**config.mk**
```make
export PLATFORM = sky130hd
export DESIGN_NAME = timer_ctrl
export DESIGN_NICKNAME = d
export VERILOG_FILES = /design/src/design/timer_pkg.sv /design/src/design/tick_divider.sv /design/src/design/byte_counter.sv /design/src/design/timer_ctrl.sv
export VERILOG_INCLUDE_DIRS = /design/src /design/src/design
export SDC_FILE = /design/constraint.sdc
export NUM_CORES = 1
export LEC_CHECK = 0
export BUFFER_PORTS_ARGS = -buffer_cell sky130_fd_sc_hd__buf_4
export CAP_MARGIN = 20
export CORE_MARGIN = 1
export CORE_UTILIZATION = 60
export DETAILED_ROUTE_END_ITERATION = 8
export MAX_ROUTING_LAYER = met4
export PLACE_DENSITY = 0.92
export SKIP_LAST_GASP = 1
export SLEW_MARGIN = 20
export SYNTH_ARGS = -nofsm -noshare
export SYNTH_HDL_FRONTEND = slang
export SYNTH_SLANG_ARGS = --single-unit
```
**constraint.sdc**
```tcl
create_clock -name core_clk -period 3.7 [get_ports core_clk]
set_input_delay 0.74 -clock core_clk [delete_from_list [all_inputs] [get_ports core_clk]]
set_output_delay 0.74 -clock core_clk [all_outputs]
set_load 0.02 [all_outputs]
```
**src/design/timer_defines.svh**
```systemverilog
`ifndef TIMER_DEFINES_SVH
`define TIMER_DEFINES_SVH

// Register page and addresses
`define TMR_PAGE 8'h00
`define ADDR_CONTROL 8'hc8
`define ADDR_RELOAD_LOW 8'hca
`define ADDR_RELOAD_HIGH 8'hcb
`define ADDR_COUNT_LOW 8'hcc
`define ADDR_COUNT_HIGH 8'hcd

// Control register field positions
`define BIT_HIGH_FLAG 7
`define BIT_LOW_FLAG 6
`define BIT_LOW_IRQ_EN 5
`define BIT_CAPTURE_EN 4
`define BIT_SPLIT 3
`define BIT_RUN 2
`define BIT_UNUSED 1
`define BIT_EXT_CLK 0

// Reset values
`define CONTROL_RESET 8'h00
`define BYTE_RESET 8'h00

// Prescaler divide ratios
`define SYSCLK_DIV 12
`define EXTCLK_DIV 8

`endif

```
**src/design/timer_pkg.sv**
```systemverilog
package timer_pkg;
	typedef logic [7:0] byte_t;
	typedef enum logic {MODE_WIDE, MODE_SPLIT} count_mode_e;
endpackage : timer_pkg

```
**src/design/tick_divider.sv**
```systemverilog
`timescale 1ns/1ps
`default_nettype none
// Emits one-cycle tick every DIV enabled cycles
module tick_divider #(
	parameter int unsigned DIV = 12,
	parameter int unsigned W = 4
) (
	input wire logic core_clk, // System clock
	input wire logic arst_n, // Async reset, active low
	input wire logic en, // Count this cycle
	output logic tick // One-cycle pulse on wrap
);
	logic [W-1:0] phase;

	// Phase counter; tick registered so consumers see a clean pulse
	always_ff @(posedge core_clk or negedge arst_n) begin
		if (!arst_n) begin
			phase <= '0;
			tick <= 1'b0;
		end else if (en) begin
			if (phase == W'(DIV - 1)) begin
				phase <= '0;
				tick <= 1'b1;
			end else begin
				phase <= phase + W'(1);
				tick <= 1'b0;
			end
		end else begin
			tick <= 1'b0;
		end
	end
endmodule : tick_divider
`default_nettype wire

```
**src/design/byte_counter.sv**
```systemverilog
`timescale 1ns/1ps
`default_nettype none
`include "timer_defines.svh"
// One 8-bit up counter with reload and software write
module byte_counter
	import timer_pkg::*;
(
	input wire logic core_clk, // System clock
	input wire logic arst_n, // Async reset, active low
	input wire logic inc, // Increment this cycle
	input wire logic load, // Take reload value
	input wire byte_t reload_val, // Reload value
	input wire logic wr_en, // Software write
	input wire byte_t wr_data, // Software data
	output byte_t count, // Current count
	output logic wrap // Rolls from ff this cycle
);
	assign wrap = inc && (count == 8'hff);

	// Software write wins over counting so a written value is never lost
	always_ff @(posedge core_clk or negedge arst_n) begin
		if (!arst_n) begin
			count <= `BYTE_RESET;
		end else if (wr_en) begin
			count <= wr_data;
		end else if (load) begin
			count <= reload_val;
		end else if (inc) begin
			count <= count + 8'h01;
		end
	end
endmodule : byte_counter
`default_nettype wire

```
**src/design/timer_ctrl.sv**
```systemverilog
// Behaviour
// - High flag sets on high byte rollover
// - Enabled interrupt follows high flag
// - Low flag sets on low byte rollover
// - Hardware never clears either flag
// - Low enable adds low overflow interrupts
// - Capture only while capture enable set
// - Split bit picks one 16 or two 8
// - Run bit gates counting in wide mode
// - Split mode: run gates high byte only
// - Bit one reads zero, ignores writes
// - Ext select, capture off: sysclk/12 or ext/8
// - Ext select applies to both bytes
// - Control at 0xc8 page 0, bit-addressable
// - Capture copies count, sets high flag
// - Wide wrap loads reload into counter
// - Byte clock select forces system clock
// - Interrupt only while enable bit set
`timescale 1ns/1ps
`default_nettype none
`include "timer_defines.svh"
module timer_ctrl
	import timer_pkg::*;
(
	input wire logic core_clk, // System clock, 10 MHz
	input wire logic arst_n, // Async reset, active low
	input wire logic [7:0] sfr_addr, // Register address
	input wire logic [7:0] sfr_page, // Register page
	input wire logic sfr_wr, // Byte write strobe
	input wire byte_t sfr_wdata, // Byte write data
	input wire logic sfr_rd, // Read strobe
	output byte_t sfr_rdata, // Read data, one cycle later
	input wire logic sfr_bit_wr, // Single-bit write strobe
	input wire logic [2:0] sfr_bit_idx, // Bit number
	input wire logic sfr_bit_val, // Bit value
	input wire logic high_byte_clock_select, // From clock control register
	input wire logic low_byte_clock_select, // From clock control register
	input wire logic timer_irq_enable, // Interrupt enable bit 5
	input wire logic ext_osc, // External oscillator level
	output logic timer_irq // Interrupt request, level
);
	byte_t timer_control_reg;
	byte_t next_ctrl;
	byte_t sw_ctrl;
	byte_t reload_low_byte;
	byte_t reload_high_byte;
	byte_t count_low_byte;
	byte_t count_high_byte;
	count_mode_e mode;
	logic page_hit;
	logic wr_ctrl;
	logic bit_wr_ctrl;
	logic wr_rl_low;
	logic wr_rl_high;
	logic wr_cnt_low;
	logic wr_cnt_high;
	logic ext_q;
	logic ext_prev;
	logic ext_edge;
	logic sys12_tick;
	logic ext8_tick;
	logic slow_tick;
	logic low_tick;
	logic high_tick;
	logic low_inc;
	logic high_inc;
	logic low_wrap;
	logic high_wrap;
	logic full_wrap;
	logic low_load;
	logic high_load;
	logic capture_evt;
	logic high_set;
	logic low_set;
	logic sw_clr_high;
	logic sw_clr_low;

	// Register decode on page zero only
	assign page_hit = (sfr_page == `TMR_PAGE);
	assign wr_ctrl = sfr_wr && page_hit && (sfr_addr == `ADDR_CONTROL);
	assign bit_wr_ctrl = sfr_bit_wr && page_hit && (sfr_addr == `ADDR_CONTROL);
	assign wr_rl_low = sfr_wr && page_hit && (sfr_addr == `ADDR_RELOAD_LOW);
	assign wr_rl_high = sfr_wr && page_hit && (sfr_addr == `ADDR_RELOAD_HIGH);
	assign wr_cnt_low = sfr_wr && page_hit && (sfr_addr == `ADDR_COUNT_LOW);
	assign wr_cnt_high = sfr_wr && page_hit && (sfr_addr == `ADDR_COUNT_HIGH);

	// Mode from split bit
	assign mode = timer_control_reg[`BIT_SPLIT] ? MODE_SPLIT : MODE_WIDE;

	// External oscillator edge; input already synchronous to core_clk
	always_ff @(posedge core_clk or negedge arst_n) begin
		if (!arst_n) begin
			ext_q <= 1'b0;
			ext_prev <= 1'b0;
		end else begin
			ext_q <= ext_osc;
			ext_prev <= ext_q;
		end
	end
	assign ext_edge = ext_q && !ext_prev;

	// System clock divided by 12
	tick_divider #(
		.DIV(`SYSCLK_DIV),
		.W(4)
	) u_sys12 (
		.core_clk(core_clk),
		.arst_n(arst_n),
		.en(1'b1),
		.tick(sys12_tick)
	);

	// External clock divided by 8; tick marks the falling edge of the divided clock
	tick_divider #(
		.DIV(`EXTCLK_DIV),
		.W(3)
	) u_ext8 (
		.core_clk(core_clk),
		.arst_n(arst_n),
		.en(ext_edge),
		.tick(ext8_tick)
	);

	// Capture measures the external clock, so it cannot also be the timebase
	assign slow_tick = (timer_control_reg[`BIT_EXT_CLK] && !timer_control_reg[`BIT_CAPTURE_EN])
		? ext8_tick : sys12_tick;
	assign low_tick = low_byte_clock_select ? 1'b1 : slow_tick;
	assign high_tick = high_byte_clock_select ? 1'b1 : slow_tick;

	// Increment enables; wide mode chains high off low rollover
	always_comb begin
		if (mode == MODE_SPLIT) begin
			low_inc = low_tick;
			high_inc = high_tick && timer_control_reg[`BIT_RUN];
		end else begin
			low_inc = low_tick && timer_control_reg[`BIT_RUN];
			high_inc = low_wrap;
		end
	end

	// Reload selection
	assign full_wrap = (mode == MODE_WIDE) && high_wrap;
	assign low_load = (mode == MODE_SPLIT) ? low_wrap : full_wrap;
	assign high_load = high_wrap;

	byte_counter u_low (
		.core_clk(core_clk),
		.arst_n(arst_n),
		.inc(low_inc),
		.load(low_load),
		.reload_val(reload_low_byte),
		.wr_en(wr_cnt_low),
		.wr_data(sfr_wdata),
		.count(count_low_byte),
		.wrap(low_wrap)
	);

	byte_counter u_high (
		.core_clk(core_clk),
		.arst_n(arst_n),
		.inc(high_inc),
		.load(high_load),
		.reload_val(reload_high_byte),
		.wr_en(wr_cnt_high),
		.wr_data(sfr_wdata),
		.count(count_high_byte),
		.wrap(high_wrap)
	);

	// Capture event only with capture enabled
	assign capture_evt = timer_control_reg[`BIT_CAPTURE_EN] && ext8_tick;

	// Reload registers; a capture beats a same-cycle software write
	always_ff @(posedge core_clk or negedge arst_n) begin
		if (!arst_n) begin
			reload_low_byte <= `BYTE_RESET;
			reload_high_byte <= `BYTE_RESET;
		end else if (capture_evt) begin
			reload_low_byte <= count_low_byte;
			reload_high_byte <= count_high_byte;
		end else begin
			if (wr_rl_low) begin
				reload_low_byte <= sfr_wdata;
			end
			if (wr_rl_high) begin
				reload_high_byte <= sfr_wdata;
			end
		end
	end

	// Flag set sources
	assign high_set = high_wrap || capture_evt;
	assign low_set = low_wrap;

	// Software view of the control byte after byte or bit write
	always_comb begin
		sw_ctrl = timer_control_reg;
		if (wr_ctrl) begin
			sw_ctrl = sfr_wdata;
		end
		if (bit_wr_ctrl) begin
			sw_ctrl[sfr_bit_idx] = sfr_bit_val;
		end
	end
	assign sw_clr_high = timer_control_reg[`BIT_HIGH_FLAG] && !sw_ctrl[`BIT_HIGH_FLAG];
	assign sw_clr_low = timer_control_reg[`BIT_LOW_FLAG] && !sw_ctrl[`BIT_LOW_FLAG];

	// Hardware only ever sets flags, and its set overrides a clear
	always_comb begin
		next_ctrl = sw_ctrl;
		next_ctrl[`BIT_HIGH_FLAG] = sw_ctrl[`BIT_HIGH_FLAG] || high_set;
		next_ctrl[`BIT_LOW_FLAG] = sw_ctrl[`BIT_LOW_FLAG] || low_set;
		next_ctrl[`BIT_UNUSED] = 1'b0;
	end

	always_ff @(posedge core_clk or negedge arst_n) begin
		if (!arst_n) begin
			timer_control_reg <= `CONTROL_RESET;
		end else begin
			timer_control_reg <= next_ctrl;
		end
	end

	// Interrupt level from flags; registered so the output is glitch free
	always_ff @(posedge core_clk or negedge arst_n) begin
		if (!arst_n) begin
			timer_irq <= 1'b0;
		end else begin
			timer_irq <= timer_irq_enable
				&& (timer_control_reg[`BIT_HIGH_FLAG]
				|| (timer_control_reg[`BIT_LOW_IRQ_EN]
				&& timer_control_reg[`BIT_LOW_FLAG]));
		end
	end

	// Read data; unmapped addresses and other pages read zero
	always_ff @(posedge core_clk or negedge arst_n) begin
		if (!arst_n) begin
			sfr_rdata <= 8'h00;
		end else if (sfr_rd) begin
			if (!page_hit) begin
				sfr_rdata <= 8'h00;
			end else begin
				case (sfr_addr)
					`ADDR_CONTROL: sfr_rdata <= timer_control_reg;
					`ADDR_RELOAD_LOW: sfr_rdata <= reload_low_byte;
					`ADDR_RELOAD_HIGH: sfr_rdata <= reload_high_byte;
					`ADDR_COUNT_LOW: sfr_rdata <= count_low_byte;
					`ADDR_COUNT_HIGH: sfr_rdata <= count_high_byte;
					default: sfr_rdata <= 8'h00;
				endcase
			end
		end
	end

	// Checks
	chk_high_flag_set: assert property (@(posedge core_clk) disable iff (!arst_n)
		high_wrap |=> timer_control_reg[`BIT_HIGH_FLAG])
		else $error("high overflow did not set high flag");

	chk_irq_high_flag: assert property (@(posedge core_clk) disable iff (!arst_n)
		(timer_control_reg[`BIT_HIGH_FLAG] && timer_irq_enable) |=> timer_irq)
		else $error("high flag with enable gave no interrupt");

	chk_low_flag_set: assert property (@(posedge core_clk) disable iff (!arst_n)
		low_wrap |=> timer_control_reg[`BIT_LOW_FLAG])
		else $error("low overflow did not set low flag");

	chk_flags_sticky: assert property (@(posedge core_clk) disable iff (!arst_n)
		(timer_control_reg[`BIT_HIGH_FLAG] && !sw_clr_high)
		|=> timer_control_reg[`BIT_HIGH_FLAG])
		else $error("high flag dropped without software clear");

	chk_low_irq_path: assert property (@(posedge core_clk) disable iff (!arst_n)
		(timer_control_reg[`BIT_LOW_FLAG] && timer_control_reg[`BIT_LOW_IRQ_EN]
		&& timer_irq_enable) |=> timer_irq)
		else $error("low flag with low enable gave no interrupt");

	chk_capture_gate: assert property (@(posedge core_clk) disable iff (!arst_n)
		(!timer_control_reg[`BIT_CAPTURE_EN] && !wr_rl_low && !wr_rl_high)
		|=> $stable(reload_low_byte) && $stable(reload_high_byte))
		else $error("reload changed with capture disabled");

	chk_split_reload: assert property (@(posedge core_clk) disable iff (!arst_n)
		(mode == MODE_SPLIT && low_wrap && !wr_cnt_low)
		|=> count_low_byte == $past(reload_low_byte))
		else $error("split low byte did not reload");

	chk_run_halts: assert property (@(posedge core_clk) disable iff (!arst_n)
		(mode == MODE_WIDE && !timer_control_reg[`BIT_RUN] && !wr_cnt_low && !wr_cnt_high)
		|=> $stable(count_low_byte) && $stable(count_high_byte))
		else $error("wide counter moved while stopped");

	chk_split_low_free: assert property (@(posedge core_clk) disable iff (!arst_n)
		(mode == MODE_SPLIT && low_byte_clock_select && !wr_cnt_low && !low_wrap)
		|=> count_low_byte == $past(count_low_byte) + 8'h01)
		else $error("split low byte did not run freely");

	chk_unused_zero: assert property (@(posedge core_clk) disable iff (!arst_n)
		wr_ctrl |=> timer_control_reg[`BIT_UNUSED] == 1'b0)
		else $error("unused control bit not zero");

	chk_capture_copy: assert property (@(posedge core_clk) disable iff (!arst_n)
		capture_evt |=> (reload_low_byte == $past(count_low_byte))
		&& (reload_high_byte == $past(count_high_byte))
		&& timer_control_reg[`BIT_HIGH_FLAG])
		else $error("capture did not copy count");

	chk_wide_reload: assert property (@(posedge core_clk) disable iff (!arst_n)
		(full_wrap && !wr_cnt_low && !wr_cnt_high)
		|=> {count_high_byte, count_low_byte} == {$past(reload_high_byte), $past(reload_low_byte)})
		else $error("wide wrap did not load reload value");

	chk_irq_needs_en: assert property (@(posedge core_clk) disable iff (!arst_n)
		!timer_irq_enable |=> !timer_irq)
		else $error("interrupt raised while disabled");

	chk_set_wins: assert property (@(posedge core_clk) disable iff (!arst_n)
		(sw_clr_low && low_set) |=> timer_control_reg[`BIT_LOW_FLAG])
		else $error("software clear beat hardware set");

endmodule : timer_ctrl
`default_nettype wire

```
# Word-level counts from Yosys, hierarchy flattened
# Index checks and enable logic that the tools add are counted.
# W data, S select, Z words.
# op_classes
n_bitwise	1
n_reduce_logical	30
muxes	29
magnitude_cmp	2
n_addsub	4
eq_ne	9
# op_table
operator	count
$mux W8	13
$eq A8 B8 Y1 const B	7
$pmux W8 S5	1
$logic_and A1 B1 Y1	19
$add A8 B1 Y8 const B	2
$mux W1	11
$bwmux W8	1
$logic_not A8 Y1	1
$reduce_bool A3 Y1	2
$add A4 B1 Y4 const B	1
$eq A4 B4 Y1 const B	1
$logic_or A1 B1 Y1	4
$lt A3 B4 Y1 const B	1
$mux W4	1
$reduce_bool A2 Y1	2
$add A3 B1 Y3 const B	1
$demux W1 S3	1
$eq A3 B3 Y1 const B	1
$ge A3 B1 Y1 const B	1
$mux W3	1
$logic_not A1 Y1	2
$not A1 Y1	1
# totals
word_cells	88
input_bits	37
ff_bits	59

# Logic depth before layout (Yosys ltp)
# Gate-level depths: netlist (run 1).
# depth
depth_word	13
depth_mapped	9

# By module
# From an unflattened synthesis (run 1), not the netlist that was laid out.
# unflattened
cells_unflattened	373
area_unflattened_um2	3489.6
# modules_own_cells
module	n_inst	seq_area_each_um2	area_per_inst_um2	cells_each
timer_ctrl	1	850.8	1991.9	202
byte_counter	2	200.2	544.3	69
tick_divider at u_sys12	1	125.1	237.7	22
tick_divider at u_ext8	1	100.1	171.4	11

# Least setup slack after synthesis (run 1)
# No wires, ideal clock.
# synth_timing
kind	in2reg
from	input sfr_addr[4]
to	register timer_control_reg[6]
n_path_buf	2
path_stages	8
t_arrival_ps	2275
setup_ps	119
setup_slack_ps	1305
cell_sequence	nand4bb_1 buf_4 nor4_4 and3_1 buf_6 mux2_1 mux2i_1 nand2_1
# synth_via
elab_chain_len	6
# synth_rtl
item	line	source
start: declaration	timer_ctrl.sv:27	input wire logic [7:0] sfr_addr,
$eq A8 B8 Y1 *	n/a	
$logic_and A1 B1 Y1	timer_ctrl.sv:80	assign wr_ctrl = sfr_wr && page_hit && (sfr_addr == `ADDR_CONTROL);
$mux W8	timer_ctrl.sv:198	if (wr_ctrl) begin
$bwmux W8	timer_ctrl.sv:202	sw_ctrl[sfr_bit_idx] = sfr_bit_val;
$mux W8 *	timer_ctrl.sv:201	if (bit_wr_ctrl) begin
$logic_or A1 B1 Y1 *	timer_ctrl.sv:212	next_ctrl[`BIT_LOW_FLAG] = sw_ctrl[`BIT_LOW_FLAG] || low_set;
via next_ctrl[6]	timer_ctrl.sv:43	byte_t next_ctrl;
end signal: assignment	timer_ctrl.sv:218	timer_control_reg <= `CONTROL_RESET;
end signal: assignment	timer_ctrl.sv:220	timer_control_reg <= next_ctrl;
end: declaration	timer_ctrl.sv:42	byte_t timer_control_reg;
# The timed path passes the listed nets; every way through them passes the cells marked *.
# A chain may end at the register's enable or synchronous reset.

# Final worst setup path (run 1)
# Ends and elaborated chain as after synthesis.

==> metrics, run 1 <==
# diodes 0; Mean Syn Cell Area roughly 9.6 um2; worst slew pin tran 0.733 ns; switching share of total power 24.3%; total clock sinks 59; commonest cells after routing, fill and taps aside 59 x dfrtp_1, 46 x buf_4, 41 x nand2_1; TritonCTS Buffers 9; CTS tree yes; CP startpoint kind input port; max incr delay on CP 0.66 ns; Gate power share under 10%; Gates resized, CTS repair 0; Ys Warns 0; count of state elements after synthesis a little under 60; Detailed Route WL 9.18 mm; hpwl dp 6.57 mm; global-route wire length before repair 14.9 mm; Flop pwr share 49.0%; vias per cell 6.46; share of layout cells above drive strength 1 20.0%; die height 78.9 um; via count 3121; total gr overflow 0; die area 6230 um2; Post-Syn Nets 412; final std cells w/o fill 483; final-stage net count 448; RSZ-0062 raised after global routing no; H-tree Lvls 3; Power Total 1.39 mW; LEAKAGE approximately 1.7 nW; period utilization approximately four fifths; worst slack, placed 0.487 ns; PwrDens 342 nW/um2; largest net degree at the start of global routing 60; most common cell after layout, fill and taps aside dfrtp_1; Hold WC Path Type reg -> reg; Crit path arrival time 3.16 ns; Port Buffers 45; Synth async-reset ratio 100%; gr usage total 33.2%; sequential element share of the synthesized area 41.6%; vias in the first global route ~3000; status finished clean; Hold WS 0.367 ns; IO Pins 46; Tmin final 2.93 ns; Cell Area, Synth between 3000 and 4000 um2; Pint between 1 and 1.5 mW; clk buf depth 2; WL/cell 19.0 um; Iter 0 DRT Violations 406; number of fill cells in the layout 406; Cells after DPL about 470; endpoints failing setup 0; Clock Pin Slew Worst Setup and Hold Paths about 0.07 ns; CP Depth 7; Crit Path Max Fanout 9; final hold violations 0; maximum VDD drop 361 uV; root buffer selected by CTS clkbuf_8; CP top delay family simple AND/OR/NAND/NOR gates; die span in x 78.9 um; final setup margin a little under 0.8 ns; Initial Util 63.3%; CP Buf/Inv Count 1; ys flop type dfrtp_1; Setup Fix Bufs, Post-CTS 0; hold_buf cts 0; Worst slew margin 51.1%; WHS Path Cells 0; Post-synth EDFFs 0; DRT antenna net count 0; drt drc 0; initial antenna violation count 0; Setup crit end kind register; Final GP Congestion 1.01; skew final 0.0106 ns; clk_lat worst skew 0.35 ns; Yosys cell types 53; WP data required about 4 ns; drt pass-1 iters 5; slowest cell on the critical path nor4_4; Setup TNS 0 ns; Max Cap Viol 0; Synth Instances 370; WS Path Type in -> reg; clock share of power 42.5%; core outline area 5610 um2; Rows 27; CP cell instances buf_4 -> nand4bb_1 -> nor4_4 -> and3_1 -> mux2_1 -> mux2i_1 -> nand2_1; count of pins over their slew limit 0; Psw 337 uW; fmax 341 MHz; P&R area growth vs syn 14.2%; reg2reg path depth 8
## per-stage QoR
stage	instance area (um2)	util, %
6_report	4060	72.3
2_1_floorplan	3550	-
3_3_place_gp	3860	68.8
5_1_grt	4060	72.3
3_5_place_dp	3860	68.8
4_1_cts	4050	72.3
## final cells by class
class                           count  area [um2]  share of cell area, %
Clock buffer                       11         141                   3.49
Clock inverter                      5        52.6                   1.30
Inverter                           15        56.3                   1.39
Multi-Input combinational cell    275        1890                   46.7
Sequential cell                    59        1480                   36.4
Tap cell                           72        90.1                   2.22
Timing Repair Buffer               46         345                   8.52
## worst paths after layout
kind                            startpoint                   end  slack (ns)
setup / recovery               sfr_addr[4]  timer_control_reg[6]        0.77
hold / removal                       ext_q              ext_prev        0.37
setup reg to reg           u_high.count[0]        u_low.count[1]        1.25
hold reg to reg                      ext_q              ext_prev        0.37
max in group asynchronous           arst_n          sfr_rdata[3]        2.75
min in group asynchronous           arst_n             timer_irq        0.44
## cells in the mapped netlist, types with 2 or more instances
cell type / n / area share [%]
nor2_1: 23 / 2.4
o311a_1: 2 / 0.56
xnor2_1: 2 / 0.49
clkbuf_1: 6 / 0.63
a222oi_1: 8 / 2.3
or4_1: 2 / 0.42
mux2i_1: 27 / 7.6
and3_1: 7 / 1.2
mux2_2: 8 / 2.5
buf_4: 2 / 0.42
a21oi_1: 19 / 2.7
a31oi_1: 6 / 1.1
dfrtp_1: 59 / 42
and4_1: 3 / 0.74
ha_1: 5 / 1.8
and2_1: 6 / 1.1
nand3_1: 12 / 1.7
o211ai_1: 4 / 0.85
a22oi_1: 6 / 1.3
a41o_1: 2 / 0.56
nor4_4: 4 / 2.4
buf_2: 9 / 1.3
o21ai_1: 11 / 1.5
nand2b_1: 6 / 1.1
nand2_1: 41 / 4.3
inv_1: 15 / 1.6
o31ai_1: 2 / 0.42
or4b_1: 2 / 0.56
a21boi_1: 2 / 0.42
nor2b_1: 4 / 0.70
buf_6: 4 / 1.3
o21ai_0: 25 / 3.5
a21o_1: 8 / 1.7
xor2_1: 5 / 1.2
nand4_1: 4 / 0.70
o22ai_1: 2 / 0.35
## power by group through the flow
stage          Combinational (mW)  Clock, mW  Sequential (mW)
2_1_floorplan              0.0487          0            0.687
3_3_place_gp                0.109          0            0.689
3_5_place_dp                0.118          0            0.691
4_1_cts                     0.118      0.594            0.679
5_1_grt                     0.129      0.617            0.681
6_report                    0.117      0.589            0.679
## per-layer routing
layer  routed length (um)  vias up  GRT usage, %
met5                    0        -             -
met4                  401        0          20.5
met3                  750       40          7.47
met2                 4440      153          51.5
met1                 3590     1500          39.5
li1                     -     1428             -
## logic make-up after synthesis
| kind of cell | share of synthesized area, % |
|---|---|
| compound gates | 19.8 |
| xor+xnor | 1.73 |
| fa+ha+maj | 1.76 |
| buf+inv | 5.18 |
| flops | 41.6 |
| mux | 10.5 |
| simple gates | 19.5 |
Note: power is estimated with default switching activity, not from simulation.
==> inputs of run 2 (changes only) <==
--- a/config.mk
+++ b/config.mk
@@ -9,10 +9,10 @@
 export BUFFER_PORTS_ARGS = -buffer_cell sky130_fd_sc_hd__buf_4
 export CAP_MARGIN = 20
 export CORE_MARGIN = 1
-export CORE_UTILIZATION = 60
+export CORE_UTILIZATION = 58
 export DETAILED_ROUTE_END_ITERATION = 8
 export MAX_ROUTING_LAYER = met4
-export PLACE_DENSITY = 0.92
+export PLACE_DENSITY = 0.9
 export SKIP_LAST_GASP = 1
 export SLEW_MARGIN = 20
 export SYNTH_ARGS = -nofsm -noshare
==> constraint.sdc (replaced) <==
create_clock -name core_clk -period 3 [get_ports core_clk]
set_input_delay 0.6 -clock core_clk [delete_from_list [all_inputs] [get_ports core_clk]]
set_output_delay 0.6 -clock core_clk [all_outputs]
set_load 0.02 [all_outputs]
==> run 2 against run 1 <==
- the run now ends with design-rule violations left
- clock skew is 0.0034 ns lower
- sequential share of layout area shrank 0.50 points
- power up 24%
- cell count grew 1.9%
- clock power grew 27%
- worst setup slack worse by 0.17 ns
- largest cell class unchanged
==> metrics, run 2 (synthesis results as in run 1) <==
status finished, violations left; failing checks design-rule violations; Rows 28 (+3.7%); clk_lat worst skew 0.36 ns (about the same); gr usage total 31.5% (-1.7 points); IO Pins 46 (unchanged); WS Path Type reg -> reg; drt pass-1 iters 9 (+4); die area 6440 um2 (+3.4%); Cells after DPL 476 (+1.9%); root buffer selected by CTS clkbuf_8; maximum VDD drop 322 uV (-11%); via count 3204 (+2.7%); RSZ-0062 raised after global routing no; total gr overflow 0 (unchanged); CP startpoint kind register; Setup Fix Bufs, Post-CTS 0 (unchanged); final setup margin 0.600 ns (-0.170 ns); R2R setup slack 0.60 ns (-0.65 ns); Initial Util 60.0% (-3.3 points); vias per cell 6.51 (+0.78%); DRT antenna net count 0 (unchanged); TritonCTS Buffers 9 (unchanged); global-route wire length before repair 14.5 mm (-3.0%); most common cell after layout, fill and taps aside dfrtp_1; # diodes 0 (unchanged); CTS tree yes; die span in x 80.3 um (+1.7%); Crit Path Max Fanout 8 (-1); slowest cell on the critical path dfrtp_1; CP startpoint u_high.count[1]; Gates resized, CTS repair 0 (unchanged); hpwl dp 6.53 mm (-0.55%); CP cell instances ha_1 -> and4_1 -> and2_1 -> o21a_1 -> mux2i_1 -> a21oi_1 -> mux2_2; total clock sinks 59 (unchanged); Port Buffers 45 (unchanged); Hold WC Path Type in -> async; Iter 0 DRT Violations 474 (+17%); Setup TNS 0 ns (unchanged); Tmin final 2.40 ns; clk buf depth 2 (unchanged); largest net degree at the start of global routing 60 (unchanged); worst r2r src u_high.count[1]; Crit path arrival time 2.64 ns (-0.52 ns); period utilization between 80% and 90%; fmax 417 MHz; Clock Pin Slew Worst Setup and Hold Paths 0.07 ns (about the same); Setup crit end kind register; drt drc 1 (+1); core outline area 5920 um2 (+5.6%); vias in the first global route 2896 (-5.0%); Final GP Congestion 0.981 (-3.3%); PwrDens 419 nW/um2 (+23%); Max Cap Viol 0 (unchanged); H-tree Lvls 3 (unchanged); count of pins over their slew limit 0 (unchanged); max incr delay on CP 0.51 ns (-0.15 ns); Reg-to-Reg End u_low.count[1]; die height 80.3 um (+1.7%); area occupied by multi-input gates 1890 um2 (about the same); WP data required 3.24 ns (-0.69 ns); skew final 0.00721 ns (-0.00342 ns); register area 1480 um2 (unchanged); Final Util 69.4% (-2.9 points); final-stage net count 454 (+1.3%); commonest cells after routing, fill and taps aside 59 x dfrtp_1, 52 x buf_4, 41 x nand2_1; worst slew pin tran 0.778 ns (+0.0455 ns); Worst slew margin 48.1% (-3.0 points); worst slack, placed 0.479 ns (-0.00768 ns); WL/cell 18.9 um (-0.71%); reg2reg path depth 7 (-1); number of fill cells in the layout 419 (+3.2%); final hold violations 0 (unchanged); final std cells w/o fill 492 (+1.9%); initial antenna violation count 0 (unchanged); share of layout cells above drive strength 1 21.1% (+1.2 points); endpoints failing setup 0 (unchanged); Detailed Route WL 9.28 mm (+1.1%); crit path to u_low.count[1]; LEAKAGE 1.70 nW (+1.3%); hold_buf cts 0 (unchanged); P&R area growth vs syn 15.7%
==> run 2: cell count changes in the layout (fill, tap and decap cells not counted) <==
cell / before / now
clkbuf_1: 1 / 0
buf_4: 46 / 52
and2_2: 1 / 0
clkinvlp_4: 1 / 4
and2_1: 5 / 6
clkinv_2: 3 / 1
==> run 2: worst min-delay path by stage <==
stage / from / endpoint / cells past startpoint
6_report: arst_n / u_high.count[4] / 1
5_1_grt: ext_osc / ext_q / 1
4_1_cts: arst_n / u_high.count[4] / 1
3_5_place_dp: ext_q / ext_prev / 0
3_3_place_gp: ext_q / ext_prev / 0
2_1_floorplan: arst_n / ext_prev / 0
==> run 2: final cells by class <==
cell class / count / area share [%]
multi-input combinational: 275 / 46.0
clock inverter: 6 / 1.58
timing repair buffer: 52 / 9.49
clock buffer: 10 / 3.35
inverter: 15 / 1.37
sequential: 59 / 35.9
tap: 75 / 2.28
==> run 2: critical path, delay by kind of cell (launching register included) <==
kind,cells,cell delay (ns)
mux,2,0.51
flops,1,0.51
fa+ha+maj,1,0.37
compound gates,2,0.30
simple gates,2,0.59
==> run 2: where the power goes <==
group	total (mW)	internal, mW	switching [mW]
combinational	0.139	0.0689	0.0700
sequential	0.836	0.820	0.0160
clock	0.749	0.404	0.345
==> run 2: per-layer routing <==
metal  track usage (%)  vias up  wire length [um]
met1              40.8     1527              3600
met4              17.7        0               430
met2              46.9      196              4380
li1                  -     1438                 -
met3              5.34       43               871
met5                 -        -                 0
==> run 2: stage by stage <==
step / cell area [um2] / hold WS [ns] / power, mW
3_5_place_dp: 3910 / 0.370 / 0.993
3_3_place_gp: 3910 / 0.358 / 0.982
6_report: 4110 / 0.298 / 1.72
4_1_cts: 4110 / 0.337 / 1.73
5_1_grt: 4110 / 0.352 / 1.78
2_1_floorplan: 3550 / 0.304 / 0.907
==> inputs of run 3 (changes only) <==
==> constraint.sdc (replaced) <==
create_clock -name core_clk -period 2.31 [get_ports core_clk]
set_input_delay 0.462 -clock core_clk [delete_from_list [all_inputs] [get_ports core_clk]]
set_output_delay 0.462 -clock core_clk [all_outputs]
set_load 0.02 [all_outputs]
==> run 3 against run 2 <==
- the run now ends clean
- critical path depth did not move
- clock-buffer cell count rose by 2
- worst setup slack got worse by 0.44 ns
- combinational power rose by 35%
- clock skew barely moved
- via count rose by 5.2%
- worst hold slack got worse by 0.11 ns
- wire length rose by 8.3%
- cell count rose by 3.0%
- power rose by 37%
- critical endpoint is now u_high.count[1]
==> metrics, run 3 (synthesis results as in run 1) <==
register area 1480 um2 (unchanged); initial antenna violation count 0 (unchanged); Max Cap Viol 0 (unchanged); period utilization 93.0% (+13 points); Cells after DPL 491 (+3.2%); via count 3371 (+5.2%); global-route wire length before repair 15.7 mm (+8.4%); Power Total 2.36 mW (+37%); GR Util met3 6.48% (+1.1 points); total gr overflow 0 (unchanged); drt drc 0 (-1); number of fill cells in the layout 423 (+0.95%); slowest cell on the critical path dfrtp_1; TritonCTS Buffers 9 (unchanged); grt met1 use 40.6% (-0.17 points); DRT antenna net count 0 (unchanged); die height 80.3 um (unchanged); vias in the first global route 3208 (+11%); CTS tree yes; Tmin final 2.15 ns (-0.252 ns); Crit Path Max Fanout 8 (unchanged); most common cell after layout, fill and taps aside buf_4; hold_buf cts 0 (unchanged); maximum VDD drop 537 uV (+67%); # diodes 0 (unchanged); Setup Fix Bufs, Post-CTS 0 (unchanged); Clock Pin Slew Worst Setup and Hold Paths 0.07 ns (about the same); Most common cell on crit path o21ai_0; root buffer selected by CTS clkbuf_8; IO Pins 46 (unchanged); hpwl dp 6.94 mm (+6.3%); Setup TNS 0 ns (unchanged); final-stage net count 469 (+3.3%); commonest cells after routing, fill and taps aside 65 x buf_4, 59 x dfrtp_1, 41 x nand2_1; WL/cell 19.8 um (+5.1%); H-tree Lvls 3 (unchanged); worst slew pin tran 0.752 ns (-0.0262 ns); WS Path Type reg -> reg; largest net degree at the start of global routing 60 (unchanged); Setup crit end kind register; endpoints failing setup 0 (unchanged); final std cells w/o fill 507 (+3.0%); RSZ-0062 raised after global routing no; placed cell area 4050 um2 (+3.5%); PwrDens 553 nW/um2 (+32%); Port Buffers 45 (unchanged); Hold WS 0.185 ns (-0.113 ns); LEAKAGE 1.81 nW (+6.3%); Detailed Route WL 10.1 mm (+8.3%); final setup margin 0.161 ns (-0.438 ns); vias per cell 6.65 (+2.1%); final hold violations 0 (unchanged); die span in x 80.3 um (unchanged); count of pins over their slew limit 0 (unchanged); Iter 0 DRT Violations 649 (+37%); GR peak layer met2; Gates resized, CTS repair 0 (unchanged); skew final 0.00761 ns (+0.000400 ns); fmax 465 MHz (+12%); Final GP Congestion 0.941 (-4.0%); max incr delay on CP 0.51 ns (about the same); CP startpoint kind register; die area 6440 um2 (unchanged); Final Util 72.2% (+2.7 points); worst slack, placed 0.0505 ns (-0.429 ns); P&R area growth vs syn 20.3%; clk_lat worst skew 0.35 ns (about the same); gr usage total 34.0% (+2.6 points); Initial Util 60.0% (unchanged); core outline area 5920 um2 (unchanged); worst r2r src u_high.count[5]; clk buf depth 2 (unchanged); CP startpoint u_high.count[5]; Crit path arrival time 2.34 ns (-0.30 ns); WP data required 2.50 ns (-0.74 ns); CP cell instances and4_1 -> and2_1 -> buf_4 -> mux2i_1 -> nand3_1 -> o21ai_0 -> o21ai_0; total clock sinks 59 (unchanged); Rows 28 (unchanged); share of layout cells above drive strength 1 23.6% (+2.5 points); area occupied by multi-input gates 1890 um2 (unchanged); drt pass-1 iters 8 (-1); status finished clean; Hold WC Path Type in -> async; Worst slew margin 49.9% (+1.7 points); met2 Usage GRT 54.2% (+7.3 points); Final Instance Area 4270 um2 (+4.0%)
run 3: final timing paths:
kind / endpoint / slack (ns) / cells past startpoint
hold reg to reg: ext_prev / 0.40 / 0
max in group asynchronous: u_low.count[0] / 1.63 / 1
min in group core_clk: ext_q / 0.22 / 1
hold / removal: timer_irq / 0.19 / 1
setup / recovery: u_high.count[1] / 0.16 / 7
setup reg to reg: u_high.count[1] / 0.16 / 7
run 3: layout make-up:
type	instances	share of cell area [%]
multi-input cells	275	44.3
flip-flops and latches	59	34.5
repair buffers	67	12.4
clock buffers	12	3.63
well taps	75	2.20
clock inverters	4	1.70
inverters	15	1.32
run 3: critical path: cells and delay by family, from the launching register on:
kind / cells / cell delay [ns]
AOI/OAI and AO/OA: 2 / 0.28
buffers and inverters: 1 / 0.20
DFF: 1 / 0.51
muxes: 1 / 0.28
and+or+nand+nor: 3 / 0.72
run 3: layer usage:
metal | share of wire, % | vias to the layer above | wire [um]
li1 | - | 1468 | -
met1 | 38 | 1610 | 3790
met2 | 48 | 233 | 4860
met3 | 9.4 | 60 | 944
met4 | 4.6 | 0 | 466
met5 | 0 | - | 0
run 3: power by group:
part,internal [mW],leakage (nW),total [mW],switching (mW)
clock network,0.665,0.113,1.09,0.427
logic,0.0904,0.970,0.187,0.0966
registers,1.07,0.726,1.09,0.0198
